===== src/verilog/mre_pkg.sv =====
// package of encodings and constants for the move and return executor
package mre_pkg;
   // ***********************************
   // widths
   // ***********************************
   localparam int INSTR_W = 14;
   localparam int DATA_W = 8;
   localparam int FADDR_W = 7;
   localparam int SADDR_W = 6;
   localparam int PC_W = 11;
   // ***********************************
   // encodings and masks
   // ***********************************
   localparam logic [13:0] OPC_COPY_FILE_MASK = 14'h3F80;
   localparam logic [13:0] OPC_COPY_FILE = 14'h0800;
   localparam logic [13:0] OPC_LOAD_IMM_MASK = 14'h3F00;
   localparam logic [13:0] OPC_LOAD_IMM = 14'h1900;
   localparam logic [13:0] OPC_RET_IMM = 14'h1800;
   localparam logic [13:0] OPC_STORE_FILE_MASK = 14'h3F80;
   localparam logic [13:0] OPC_STORE_FILE = 14'h0080;
   localparam logic [13:0] OPC_STORE_SPEC_MASK = 14'h3FC0;
   localparam logic [13:0] OPC_STORE_SPEC = 14'h0000;
   localparam logic [13:0] OPC_RET_IRQ = 14'h0060;
   localparam logic [13:0] OPC_NOP = 14'h0000;
   // ***********************************
   // operand limits and field positions
   // ***********************************
   localparam logic [6:0] FILE_ADDR_MAX = 7'h5F;
   localparam logic [5:0] SPEC_ADDR_MAX = 6'h12;
   localparam int DEST_BIT = 7;
   localparam logic [7:0] ACC_RESET = 8'h00;
   localparam logic [10:0] PC_RESET = 11'h000;
   localparam int RET_CYCLES = 2;
   typedef enum logic [2:0] {
      MRE_OP_NONE,
      MRE_OP_COPY_FILE,
      MRE_OP_LOAD_IMM,
      MRE_OP_STORE_FILE,
      MRE_OP_STORE_SPEC,
      MRE_OP_RET_IRQ,
      MRE_OP_RET_IMM,
      MRE_OP_NOP
   } mre_op_e;
endpackage

===== src/verilog/mre_decode.sv =====
// instruction word classifier for the move and return executor
`timescale 1ns/10ps
module mre_decode (
   // instruction word
   input wire logic [13:0] i_instr,
   // decoded class
   output mre_pkg::mre_op_e o_op
);
   // ***********************************
   // classification, exact codes first
   // ***********************************
   always_comb begin
      o_op = mre_pkg::MRE_OP_NONE;
      if (i_instr == mre_pkg::OPC_NOP) begin
         o_op = mre_pkg::MRE_OP_NOP;
      end else if (i_instr == mre_pkg::OPC_RET_IRQ) begin
         o_op = mre_pkg::MRE_OP_RET_IRQ;
      end else if ((i_instr & mre_pkg::OPC_COPY_FILE_MASK) == mre_pkg::OPC_COPY_FILE) begin
         o_op = mre_pkg::MRE_OP_COPY_FILE;
      end else if ((i_instr & mre_pkg::OPC_LOAD_IMM_MASK) == mre_pkg::OPC_LOAD_IMM) begin
         o_op = mre_pkg::MRE_OP_LOAD_IMM;
      end else if ((i_instr & mre_pkg::OPC_LOAD_IMM_MASK) == mre_pkg::OPC_RET_IMM) begin
         o_op = mre_pkg::MRE_OP_RET_IMM;
      end else if ((i_instr & mre_pkg::OPC_STORE_FILE_MASK) == mre_pkg::OPC_STORE_FILE) begin
         o_op = mre_pkg::MRE_OP_STORE_FILE;
      end else if ((i_instr & mre_pkg::OPC_STORE_SPEC_MASK) == mre_pkg::OPC_STORE_SPEC) begin
         o_op = mre_pkg::MRE_OP_STORE_SPEC;
      end
   end
endmodule


===== src/verilog/mre_exec.sv =====
// execute stage for data moves, no-operation and returns
`timescale 1ns/10ps
module mre_exec (
   // clock and reset
   input wire logic i_sys_clk,
   input wire logic i_sys_rst,
   // fetch path
   input wire logic i_instr_valid,
   input wire logic [13:0] i_instr,
   // register file read data and stack top
   input wire logic [7:0] i_file_rdata,
   input wire logic [10:0] i_stack_top_entry,
   // register file access
   output logic [6:0] o_file_raddr,
   output logic o_file_we,
   output logic [6:0] o_file_waddr,
   output logic [7:0] o_file_wdata,
   output logic o_spec_we,
   output logic [5:0] o_spec_waddr,
   output logic [7:0] o_spec_wdata,
   // program flow
   output logic o_stack_pop,
   output logic o_pc_load,
   output logic [10:0] o_pc_load_addr,
   output logic o_busy,
   output logic o_instr_done,
   // state
   output logic [7:0] o_acc,
   output logic o_global_irq_enable
);
   mre_pkg::mre_op_e op;
   logic [7:0] acc_r, acc_nxt;
   logic gie_r, gie_nxt;
   logic fwe_r, fwe_nxt, swe_r, swe_nxt;
   logic [6:0] fwa_r, fwa_nxt;
   logic [5:0] swa_r, swa_nxt;
   logic [7:0] wd_r, wd_nxt;
   logic pop_r, pop_nxt, pcl_r, pcl_nxt, busy_r, busy_nxt, done_r, done_nxt;
   logic [10:0] pca_r, pca_nxt;
   logic [6:0] fra_r, fra_nxt;
   logic dest_file;

   // ***********************************
   // decode
   // ***********************************
   mre_decode u_dec (
      .i_instr(i_instr),
      .o_op(op)
   );
   assign dest_file = i_instr[mre_pkg::DEST_BIT];

   // ***********************************
   // next state
   // ***********************************
   always_comb begin
      acc_nxt = acc_r;
      gie_nxt = gie_r;
      fwe_nxt = 1'b0;
      swe_nxt = 1'b0;
      fwa_nxt = fwa_r;
      swa_nxt = swa_r;
      wd_nxt = wd_r;
      pop_nxt = 1'b0;
      pcl_nxt = 1'b0;
      pca_nxt = pca_r;
      busy_nxt = 1'b0;
      done_nxt = 1'b0;
      fra_nxt = i_instr[6:0];
      if (busy_r) begin
         done_nxt = 1'b1; // second cycle of a return
      end else if (i_instr_valid) begin
         case (op)
            mre_pkg::MRE_OP_COPY_FILE: begin
               done_nxt = 1'b1;
               if (i_instr[6:0] <= mre_pkg::FILE_ADDR_MAX) begin
                  if (!dest_file) begin
                     acc_nxt = i_file_rdata;
                  end
               end
            end
            mre_pkg::MRE_OP_LOAD_IMM: begin
               acc_nxt = i_instr[7:0];
               done_nxt = 1'b1;
            end
            mre_pkg::MRE_OP_STORE_FILE: begin
               done_nxt = 1'b1;
               if (i_instr[6:0] <= mre_pkg::FILE_ADDR_MAX) begin
                  fwe_nxt = dest_file;
                  fwa_nxt = i_instr[6:0];
                  wd_nxt = acc_r;
               end
            end
            mre_pkg::MRE_OP_STORE_SPEC: begin
               done_nxt = 1'b1;
               if (i_instr[5:0] <= mre_pkg::SPEC_ADDR_MAX) begin
                  swe_nxt = 1'b1;
                  swa_nxt = i_instr[5:0];
                  wd_nxt = acc_r;
               end
            end
            mre_pkg::MRE_OP_RET_IRQ: begin
               pop_nxt = 1'b1;
               pcl_nxt = 1'b1;
               pca_nxt = i_stack_top_entry;
               gie_nxt = 1'b1;
               busy_nxt = 1'b1;
            end
            mre_pkg::MRE_OP_RET_IMM: begin
               acc_nxt = i_instr[7:0];
               pop_nxt = 1'b1;
               pcl_nxt = 1'b1;
               pca_nxt = i_stack_top_entry;
               busy_nxt = 1'b1;
            end
            mre_pkg::MRE_OP_NOP: begin
               done_nxt = 1'b1;
            end
            default: begin
               done_nxt = 1'b0;
            end
         endcase
      end
   end

   // ***********************************
   // registers
   // ***********************************
   always_ff @(posedge i_sys_clk or posedge i_sys_rst) begin
      if (i_sys_rst) begin
         acc_r <= mre_pkg::ACC_RESET;
         gie_r <= 1'b0;
         fwe_r <= 1'b0;
         swe_r <= 1'b0;
         fwa_r <= 7'h00;
         swa_r <= 6'h00;
         wd_r <= 8'h00;
         pop_r <= 1'b0;
         pcl_r <= 1'b0;
         pca_r <= mre_pkg::PC_RESET;
         busy_r <= 1'b0;
         done_r <= 1'b0;
         fra_r <= 7'h00;
      end else begin
         acc_r <= acc_nxt;
         gie_r <= gie_nxt;
         fwe_r <= fwe_nxt;
         swe_r <= swe_nxt;
         fwa_r <= fwa_nxt;
         swa_r <= swa_nxt;
         wd_r <= wd_nxt;
         pop_r <= pop_nxt;
         pcl_r <= pcl_nxt;
         pca_r <= pca_nxt;
         busy_r <= busy_nxt;
         done_r <= done_nxt;
         fra_r <= fra_nxt;
      end
   end

   // ***********************************
   // outputs
   // ***********************************
   assign o_acc = acc_r;
   assign o_global_irq_enable = gie_r;
   assign o_file_we = fwe_r;
   assign o_file_waddr = fwa_r;
   assign o_file_wdata = wd_r;
   assign o_spec_we = swe_r;
   assign o_spec_waddr = swa_r;
   assign o_spec_wdata = wd_r;
   assign o_stack_pop = pop_r;
   assign o_pc_load = pcl_r;
   assign o_pc_load_addr = pca_r;
   assign o_busy = busy_r;
   assign o_instr_done = done_r;
   assign o_file_raddr = fra_r;
endmodule


===== config.mk =====
export PLATFORM = sky130hd
export DESIGN_NAME = mre_exec
export DESIGN_NICKNAME = d
export VERILOG_FILES = /design/src/verilog/mre_pkg.sv /design/src/verilog/mre_decode.sv /design/src/verilog/mre_exec.sv
export SDC_FILE = /design/constraint.sdc
export NUM_CORES = 1
export LEC_CHECK = 0
export BUFFER_PORTS_ARGS = -buffer_cell sky130_fd_sc_hd__buf_4
export CELL_PAD_IN_SITES_DETAIL_PLACEMENT = 0
export CELL_PAD_IN_SITES_GLOBAL_PLACEMENT = 1
export CORE_MARGIN = 3
export CORE_UTILIZATION = 36
export CTS_BUF_LIST = sky130_fd_sc_hd__clkbuf_16
export DETAILED_ROUTE_END_ITERATION = 8
export PLACE_DENSITY_LB_ADDON = 0.3
export SETUP_SLACK_MARGIN = 0.15
export SKIP_CTS_REPAIR_TIMING = 1
export SYNTH_ARGS = -nofsm -noshare
export SYNTH_HDL_FRONTEND = slang
export SYNTH_SLANG_ARGS = --single-unit

===== constraint.sdc =====
create_clock -name i_sys_clk -period 2.25 [get_ports i_sys_clk]
set_input_delay 0.45 -clock i_sys_clk [delete_from_list [all_inputs] [get_ports i_sys_clk]]
set_output_delay 0.45 -clock i_sys_clk [all_outputs]
set_load 0.02 [all_outputs]

* Word-level counts from Yosys, hierarchy flattened
Cells that the tools add are included.
** Storage, ports and cells
- Flip-flop bits (word level) :: 52
- Bits of input ports :: 36
- Word-level logic and storage cells :: 70
** Operators by class
- Magnitude comparators :: 2
- Eq/ne operators :: 16
- Multiplexer cells :: 27
- Bitwise operators :: 1
- Reductions and logical operators :: 13
** Operators by type and width (number)
- two-way mux 8 bit :: 4
- case mux 8 bit (2 select lines) :: 2
- logical NOT 14 bit :: 2
- two-way mux 3 bit :: 7
- equality test 14 x 7 -> 1 bit (second input constant) :: 1
- two-way mux 1 bit :: 14
- equality test 3 bit (second input constant) :: 4
- equality test 6 x 5 -> 1 bit (second input constant) :: 2
- AND reduction 5 bit :: 2
- != test 2 bit (second input constant) :: 4
- AND reduction 4 bit :: 2
- equality test 7 x 1 -> 1 bit (second input constant) :: 1
- equality test 7 x 5 -> 1 bit (second input constant) :: 1
- less-or-equal comparator 7 bit (second input constant) :: 1
- equality test 3 x 2 -> 1 bit (second input constant) :: 2
- less-or-equal comparator 6 x 5 -> 1 bit (second input constant) :: 1
- AND reduction 3 bit :: 2
- OR reduction 5 bit :: 1
- nonzero test 2 bit :: 2
- OR reduction 2 bit :: 2
- equality test 3 x 1 -> 1 bit (second input constant) :: 1
- NOT 1 bit :: 1

* Depth between registers and ports, before layout
Gate-level depths: netlist (run 1).
- Depth after elaboration :: 13
- Gate-level depth with buffers :: 8
- Gate-level depth less buffers :: 6

* Modules after synthesis
Synthesis (run 1) repeated with hierarchy kept, for this count alone.
** Unflattened totals
- Cell total of the unflattened synthesis :: 169
- Area total of the unflattened synthesis :: 2254.7 µm²
** Modules (own cells, without submodules)
- mre_exec :: times used 1, cells an instance 148, area each 2119.5 µm²
- mre_decode :: times used 1, cells an instance 21, area each 135.1 µm²

* Worst setup path before layout (run 1)
OpenSTA, ideal clock, no wires.
- Path kind :: input port to flip-flop
- From :: input port i_instr[13]
- To :: register pca_r[0] (netlist: o_pc_load_addr[0])
- Library setup time :: 125 ps
- Arrival time :: 2561 ps
- Path slack :: -436 ps
- Cell stages on the path :: 7
- Path through :: or3_1 > or4_4 > o32a_4 > nor2_1 > and2_1 > buf_4 > mux2_2
** On the way
- Cells in the longest elaborated chain, start to end :: 11
** RTL lines
- from (decl) :: line mre_exec.sv:9 : input wire logic [13:0] i_instr,
- logical NOT 14 bit :: line mre_decode.sv:26 : end else if ((i_instr & mre_pkg::OPC_STORE_SPEC_MASK) == mre_pkg::OPC_STORE_SPEC) begin
- two-way mux 3 bit :: line mre_decode.sv:26
- two-way mux 3 bit :: line mre_decode.sv:24 : end else if ((i_instr & mre_pkg::OPC_STORE_FILE_MASK) == mre_pkg::OPC_STORE_FILE) begin
- two-way mux 3 bit :: line mre_decode.sv:22 : end else if ((i_instr & mre_pkg::OPC_LOAD_IMM_MASK) == mre_pkg::OPC_RET_IMM) begin
- two-way mux 3 bit :: line mre_decode.sv:20 : end else if ((i_instr & mre_pkg::OPC_LOAD_IMM_MASK) == mre_pkg::OPC_LOAD_IMM) begin
- two-way mux 3 bit :: line mre_decode.sv:18 : end else if ((i_instr & mre_pkg::OPC_COPY_FILE_MASK) == mre_pkg::OPC_COPY_FILE) begin
- two-way mux 3 bit :: line mre_decode.sv:16 : end else if (i_instr == mre_pkg::OPC_RET_IRQ) begin
- two-way mux 3 bit * :: line mre_decode.sv:14 : if (i_instr == mre_pkg::OPC_NOP) begin
- equality test 3 bit :: line mre_exec.sv:72 : case (op)
- OR reduction 2 bit (no source line) *
- AND reduction 3 bit (no source line) *
- to (signal assigned) :: line mre_exec.sv:139 : pca_r <= mre_pkg::PC_RESET;
- to (signal assigned) :: line mre_exec.sv:153 : pca_r <= pca_nxt;
- to (decl) :: line mre_exec.sv:39 : logic [10:0] pca_r, pca_nxt;
Every way passes the cells marked *; elsewhere a longest branch is shown, timed or not.
A chain may end at the register's enable or synchronous reset.

* Worst setup path in the final report (run 1)
- From :: input port i_instr[13]
- To :: register swa_r[3] (netlist: o_spec_waddr[3])
** On the way
- Cells in the longest elaborated chain, start to end :: 10
** RTL lines
- logical NOT 14 bit :: line mre_decode.sv:26
- two-way mux 3 bit :: line mre_decode.sv:26
- two-way mux 3 bit :: line mre_decode.sv:24
- two-way mux 3 bit :: line mre_decode.sv:22
- two-way mux 3 bit :: line mre_decode.sv:20
- two-way mux 3 bit :: line mre_decode.sv:18
- two-way mux 3 bit :: line mre_decode.sv:16
- two-way mux 3 bit * :: line mre_decode.sv:14
- equality test 3 bit * :: line mre_exec.sv:72
- AND reduction 4 bit (no source line) *
- to (signal assigned) :: line mre_exec.sv:149 : swa_r <= swa_nxt;
- to (decl) :: line mre_exec.sv:36 : logic [5:0] swa_r, swa_nxt;
Marks and branches as above.

==> results of run 1 <==
critical path, delay by kind of cell:
kind            cells  cell delay (ns)
mux                 1             0.33
buf+inv             1             0.09
compound gates      1             0.39
simple gates        3             1.32
per-layer routing:
layer / global-route usage (%) / part of all wire (%) / wire, µm / vias to the layer above
li1: - / - / - / 801
met1: 22.19 / 45 / 2449 / 795
met2: 25.39 / 48 / 2623 / 58
met3: 4.318 / 6.7 / 367 / 5
met4: 4.825 / 1.1 / 58 / 0
met5: 0 / 0 / 0 / -
state kept, by name (all words and copies together), names as in the netlist:
register and count:
o_spec_we 1, o_spec_waddr 6, o_file_wdata 8, o_file_we 1, o_acc 8, o_file_raddr 7, o_busy 1, o_instr_done 1
o_global_irq_enable 1, o_pc_load_addr 11, o_file_waddr 7
layout make-up:
type	count	area, µm²	share of cell area [%]
well taps	72	90.09	2.666
flip-flops and latches	52	1301	38.50
multi-input cells	93	837.1	24.77
inverters	3	11.26	0.3332
repair buffers	123	968.4	28.66
clock buffers	5	125.1	3.702
clock inverters	3	46.29	1.370
synthesized netlist by cell type:
cell	count
buf_6	1
xor2_1	1
mux2_2	26
clkbuf_1	2
nor3_1	2
and2_1	1
buf_4	11
a21o_1	2
nand2b_1	1
a21oi_1	10
dfrtp_1	52
a211o_1	2
or4_2	1
mux2_4	5
a31oi_1	2
nand3_1	1
or3_1	2
nor2_1	15
a21oi_4	1
and3_1	1
o21a_1	1
mux2i_1	8
o32a_4	1
inv_1	3
and2_2	1
o21ai_0	4
a41oi_1	2
buf_2	1
nor4_1	1
or4_1	1
or4_4	1
power groups by stage:
stage / clock (µW) / sequential, µW / combinational [µW]
floorplan: 0 / 1180 / 162
finish: 868 / 1070 / 501
detailed placement: 0 / 1090 / 504
global placement: 0 / 1090 / 498
CTS: 892 / 1070 / 505
global route: 934 / 1090 / 536
metrics by stage:
stage	total power (µW)	utilization, %
finish	2441	59.19
global placement	1586	55.73
CTS	2471	58.73
floorplan	1342	-
detailed placement	1594	55.73
global route	2556	59.19
cell families (layout without fill, tap and decap cells):
kind of cell	Yosys count	in the layout
AO/OA/AOI/OAI	25	25
buffers and inverters	18	134
XOR/XNOR	1	1
multiplexers	39	39
AND/OR/NAND/NOR	28	28
flip-flops	52	52
final timing paths:
path,cells after the start,slack (ns),from,to
max,6,-0.15,i_instr[13],o_spec_waddr[3]
min reg2reg,1,0.46,o_global_irq_enable,o_global_irq_enable
min in group i_sys_clk,1,0.28,i_instr[1],o_file_raddr[1]
min,2,0.20,i_sys_rst,o_spec_waddr[3]
max reg2reg,4,0.28,o_busy,o_spec_waddr[3]
max in group asynchronous,3,1.44,i_sys_rst,o_global_irq_enable
==> run_results.csv, run 1 <==
group,metric,value,unit
pwr,clock_share_of_power,35.6,%
routing,wl_per_cell,15.67,µm
pwr,p_int,1789,µW
synth,post_synth_mux_area_share,20.38,%
synth,synth_simple_gate_area_share,6.545,%
cells_and_area,post_route_cells_drive_above_1_share,63.08,%
sta,max_clock_freq,416.5,MHz
worst_setup_path,path_class,"in -> reg",
worst_setup_path,worst_path_most_repeated_cell,"or4_4",
cells_and_area,fillers,460,
floorplan,placeableCoreArea,5709,µm²
worst_setup_path,worst_setup_ep_type,"flop",
placed_design,preCtsSetupSlack,-0.5494,ns
placed_design,gp_routability_congestion,0.8494,
clock_tree,cts_max_level,2,
pwr,power_switching,651.3,µW
worst_setup_path,cp_slowest_stage_delay,0.50,ns
grt,grt_pass1_wl,9.156,mm
sta,report.final.setup_viol,25,
synth,postSynthAreaPerCell,13.49,µm²
clock_tree,cts-buffers-inserted,5,
floorplan,boundaryPins,98,
sta,tightestPinTransition,0.5412,ns
synth,ys.warnings.count,0,
clock_tree,clock_tree.root_cell,"clkbuf_16",
worst_hold_path,holdCritPathClass,"in -> async",
placed_design,dpl.hpwl,4.284,mm
synth,synth_top_family_by_area,"multiplexers",
placed_design,placed_cell_area,3182,µm²
synth,synth_compound_gate_area_share,8.139,%
clock_tree,cts-root-to-sink-buffers,2,
grt,grt_max_degree,26,
floorplan,fp.dieW,84.15,µm
synth,synthDominantCellAreaShare,59.19,%
cells_and_area,instances_no_fill,351,
synth,post_synth_adder_cell_area,0,%
worst_setup_path,cp_max_fo,6,
run_status,run_status,"finished with violations",
cells_and_area,final_common_cell,"buf_4",
routing,num_vias,1659,
pwr,power.share.combinational,20.5,%
worst_setup_path,cp_cell_sequence,"buf_6, or3_4, or4_4, o32a_4, or4_4, mux2_4",
floorplan,die_height,84.15,µm
sta,final_hold_slack,0.2044,ns
sta,timing.final.crit_period,2.401,ns
synth,synth.distinct_cells,31,
pwr,power.leakage,0.001842,µW
worst_setup_path,data_arrival_time_of_the_critical_path,2.58,ns
routing,detailedRoute.firstPassIterationCount,6,
clock_tree,cts.clk_slew.worst_paths,0.07,ns
synth,synth-seq-cells,52,
pwr,power.sequential.fraction,43.9,%
synth,synthesis.instances,163,
sta,timing.final.ws_setup,-0.1512,ns
routing,totalWireLength,5.499,mm
sta,timing.final.crit_share,106.7,%
synth,synth-seq-area-share,59.19,%
pwr,ir_worst_vdd,0.0003469,V
cells_and_area,area_growth_syn_to_layout,53.73,%
pwr,p_sw_share,26.69,%
grt,antenna_found_initial,0,
clock_tree,tritoncts_clock_tree,"yes",
sta,final_number_of_max_transition_violations,0,
routing,drtIter0Drc,65,
floorplan,start_util,38.51,%
worst_setup_path,slowest_stage,"or4_4",
sta,fin_skew,0.007050,ns
synth,netlist.top_cell.by_area,"dfrtp_1",
sta,report.final.hold_viol_count,0,
grt,globalRouteOverflowTotal,0,
worst_setup_path,critical_path_required,2.43,ns
sta,setup-tns-final,-1.974,ns
job,max_cap_viol_count,0,
sta,normalized_max_slew_margin,63.87,%
floorplan,core.rowCount,27,
cells_and_area,most-common-layout-cells,"118 x buf_4, 52 x dfrtp_1, 18 x mux2_2",
sta,rsz_0062_raised_after_global_routing,"true",
routing,route.antenna.remaining_nets,0,
synth,synth_area_leaders,"dfrtp_1 59%, mux2_2 13%, buf_4 3.8%, mux2i_1 3.6%, mux2_4 3.4%",
pwr,pwr_density_cell,722.2,nW/µm²
routing,drcViolationCount,0,
synth,synthesis.area,2198,µm²
cells_and_area,num_antenna_cells,0,
cells_and_area,final_cell_area,3379,µm²
placed_design,io_buffers,97,
grt,grtUsageTotal,16.23,%
clock_tree,clock_sink_count,52,
worst_setup_path,critPathLaunchType,"input pin",
grt,via_count_of_the_first_global_routing_pass,1762,
floorplan,fp.dieArea,7080,µm²
clock_tree,clock_latency_at_the_later_pin_of_the_worst_skew_pair,0.29,ns
synth,synth_fp_nets,199,
cells_and_area,nNetsFinal,314,
routing,post_drt_via_cell_ratio,4.726,
placed_design,numPlacedInstances,343,
run_status,violations,"negative setup slack",
synth,synth_xor_area_share,0.3984,%
No activity file was read; power rests on OpenSTA's default activity.
==> run 2: changes to the inputs <==
--- a/config.mk
+++ b/config.mk
@@ -12,8 +12,8 @@
 export CORE_UTILIZATION = 36
 export CTS_BUF_LIST = sky130_fd_sc_hd__clkbuf_16
 export DETAILED_ROUTE_END_ITERATION = 8
-export PLACE_DENSITY_LB_ADDON = 0.3
-export SETUP_SLACK_MARGIN = 0.15
+export PLACE_DENSITY_LB_ADDON = 0.1
+export SETUP_SLACK_MARGIN = 0.5
 export SKIP_CTS_REPAIR_TIMING = 1
 export SYNTH_ARGS = -nofsm -noshare
 export SYNTH_HDL_FRONTEND = slang
==> run 2 against run 1 <==
The run still ends with negative setup slack left; hold slack better by 0.11 ns; clock skew down 0.0011 ns; die area unchanged; first-iteration DRC count down 20%; critical path depth unchanged; critical path type unchanged; critical endpoint is now o_spec_waddr[0].
==> run_results.csv, run 2 (synthesis results as in run 1) <==
group,metric,value,unit
cells_and_area,num_antenna_cells,0,
cells_and_area,most-common-layout-cells,"117 x buf_4, 52 x dfrtp_1, 19 x mux2_4",
clock_tree,clock_tree.root_cell,"clkbuf_16",
sta,max_clock_freq,404.3,MHz
routing,detailedRoute.firstPassIterationCount,4,
grt,grtUsageTotal,15.29,%
grt,grt_met2_usage,24.53,%
sta,timing.final.crit_period,2.474,ns
cells_and_area,instances_no_fill,354,
placed_design,dpl.hpwl,3.967,mm
cells_and_area,final_common_cell,"buf_4",
clock_tree,cts-buffers-inserted,5,
grt,grt_max_degree,53,
sta,final_hold_slack,0.3156,ns
pwr,design_power_total,2308,µW
clock_tree,cts-root-to-sink-buffers,2,
worst_setup_path,data_arrival_time_of_the_critical_path,2.64,ns
pwr,ir_worst_vdd,0.0004912,V
floorplan,boundaryPins,98,
worst_hold_path,holdCritPathClass,"in -> async",
routing,num_vias,1661,
sta,tightestPinTransition,0.6453,ns
sta,fin_skew,0.005961,ns
grt,via_count_of_the_first_global_routing_pass,1679,
grt,antenna_found_initial,0,
sta,timing.final.ws_setup,-0.2237,ns
cells_and_area,area_growth_syn_to_layout,58.51,%
grt,grt_pass1_wl,8.542,mm
floorplan,fp.dieW,84.15,µm
floorplan,die_height,84.15,µm
worst_setup_path,path_class,"in -> reg",
grt,globalRouteMet3Util,4.907,%
worst_setup_path,reg2reg_setup_slack,0.40,ns
worst_setup_path,critPathLaunchType,"input pin",
worst_setup_path,worst_setup_ep_type,"flop",
floorplan,core.rowCount,27,
worst_setup_path,critical_path_required,2.41,ns
floorplan,placeableCoreArea,5709,µm²
pwr,power.leakage,0.001866,µW
run_status,run_status,"finished with violations",
worst_setup_path,launch_point_of_the_worst_reg_to_reg_path,"o_busy",
sta,final_number_of_max_transition_violations,0,
sta,normalized_max_slew_margin,56.98,%
pwr,pwr_density_cell,662.5,nW/µm²
floorplan,fp.dieArea,7080,µm²
routing,drtIter0Drc,52,
sta,report.final.hold_viol_count,0,
cells_and_area,post-route-util,61.03,%
sta,rsz_0062_raised_after_global_routing,"true",
clock_tree,clock_sink_count,52,
sta,report.final.setup_viol,25,
cells_and_area,post_route_cells_drive_above_1_share,66.31,%
clock_tree,cts.clk_slew.worst_paths,0.07,ns
sta,timing.final.crit_share,109.9,%
routing,post_drt_via_cell_ratio,4.692,
clock_tree,clock_latency_at_the_later_pin_of_the_worst_skew_pair,0.29,ns
cells_and_area,largest_reg_flops,11,
job,max_cap_viol_count,0,
routing,totalWireLength,5.363,mm
placed_design,gp_routability_congestion,0.7992,
placed_design,io_buffers,97,
clock_tree,tritoncts_clock_tree,"yes",
floorplan,start_util,38.51,%
clock_tree,cts_max_level,2,
worst_setup_path,worstReg2RegEnd,"o_spec_waddr[0]",
routing,drcViolationCount,0,
cells_and_area,nNetsFinal,317,
sta,setup-tns-final,-4.296,ns
grt,m1_gr_usage,19.51,%
routing,route.antenna.remaining_nets,0,
worst_setup_path,cp_max_fo,6,
worst_setup_path,r2r_cells,4,
grt,globalRouteOverflowTotal,0,
run_status,violations,"negative setup slack",
placed_design,numPlacedInstances,343,
grt,gr-max-usage-layer,"met2",
routing,wl_per_cell,15.15,µm
## run 2: cell type report
cell class,count,area [µm²]
Tap cell,72,90.09
Inverter,3,11.26
Sequential cell,52,1301
Clock buffer,5,125.1
Fill cell,496,2225
Multi-Input combinational cell,93,919.6
Timing Repair Buffer,126,1023
Clock inverter,3,13.76
## run 2: critical path, cell delays in order
cell    delay [ns]
buf_6         0.09
or3_4         0.37
or4_4         0.44
o32a_4        0.38
or4_4         0.57
mux2_4        0.33
## run 2: worst max path at each step
stage / from / end / slack, ns / cells past startpoint
4_1_cts: i_instr[13] / o_spec_waddr[0] / -0.24 / 6
5_1_grt: i_instr[13] / o_spec_waddr[0] / -0.25 / 6
2_1_floorplan: i_instr[13] / o_spec_waddr[0] / -0.43 / 6
6_report: i_instr[13] / o_spec_waddr[0] / -0.22 / 6
3_3_place_gp: i_instr[13] / o_spec_waddr[0] / -0.51 / 6
3_5_place_dp: i_instr[13] / o_spec_waddr[0] / -0.54 / 6
## run 2: routing by layer
| layer | part of all wire, % | up-vias |
|---|---|---|
| met5 | 0 | - |
| met2 | 49 | 63 |
| met3 | 7.6 | 6 |
| met4 | 1.3 | 0 |
| met1 | 42 | 797 |
| li1 | - | 795 |
## run 2: through the flow
| stage | instance area [µm²] | worst slack [ns] |
|---|---|---|
| after global placement | 3209 | -0.5087 |
| after detailed placement | 3209 | -0.5434 |
| final | 3485 | -0.2237 |
| after CTS | 3348 | -0.2430 |
| after floorplan | 2281 | -0.4263 |
| after global routing | 3485 | -0.2505 |
## run 2: power by group
| part | internal [µW] | switching [µW] | total [µW] |
|---|---|---|---|
| sequential | 1010 | 57.1 | 1070 |
| clock | 405 | 320 | 724 |
| combinational | 255 | 258 | 513 |
| total | 1670 | 635 | 2310 |
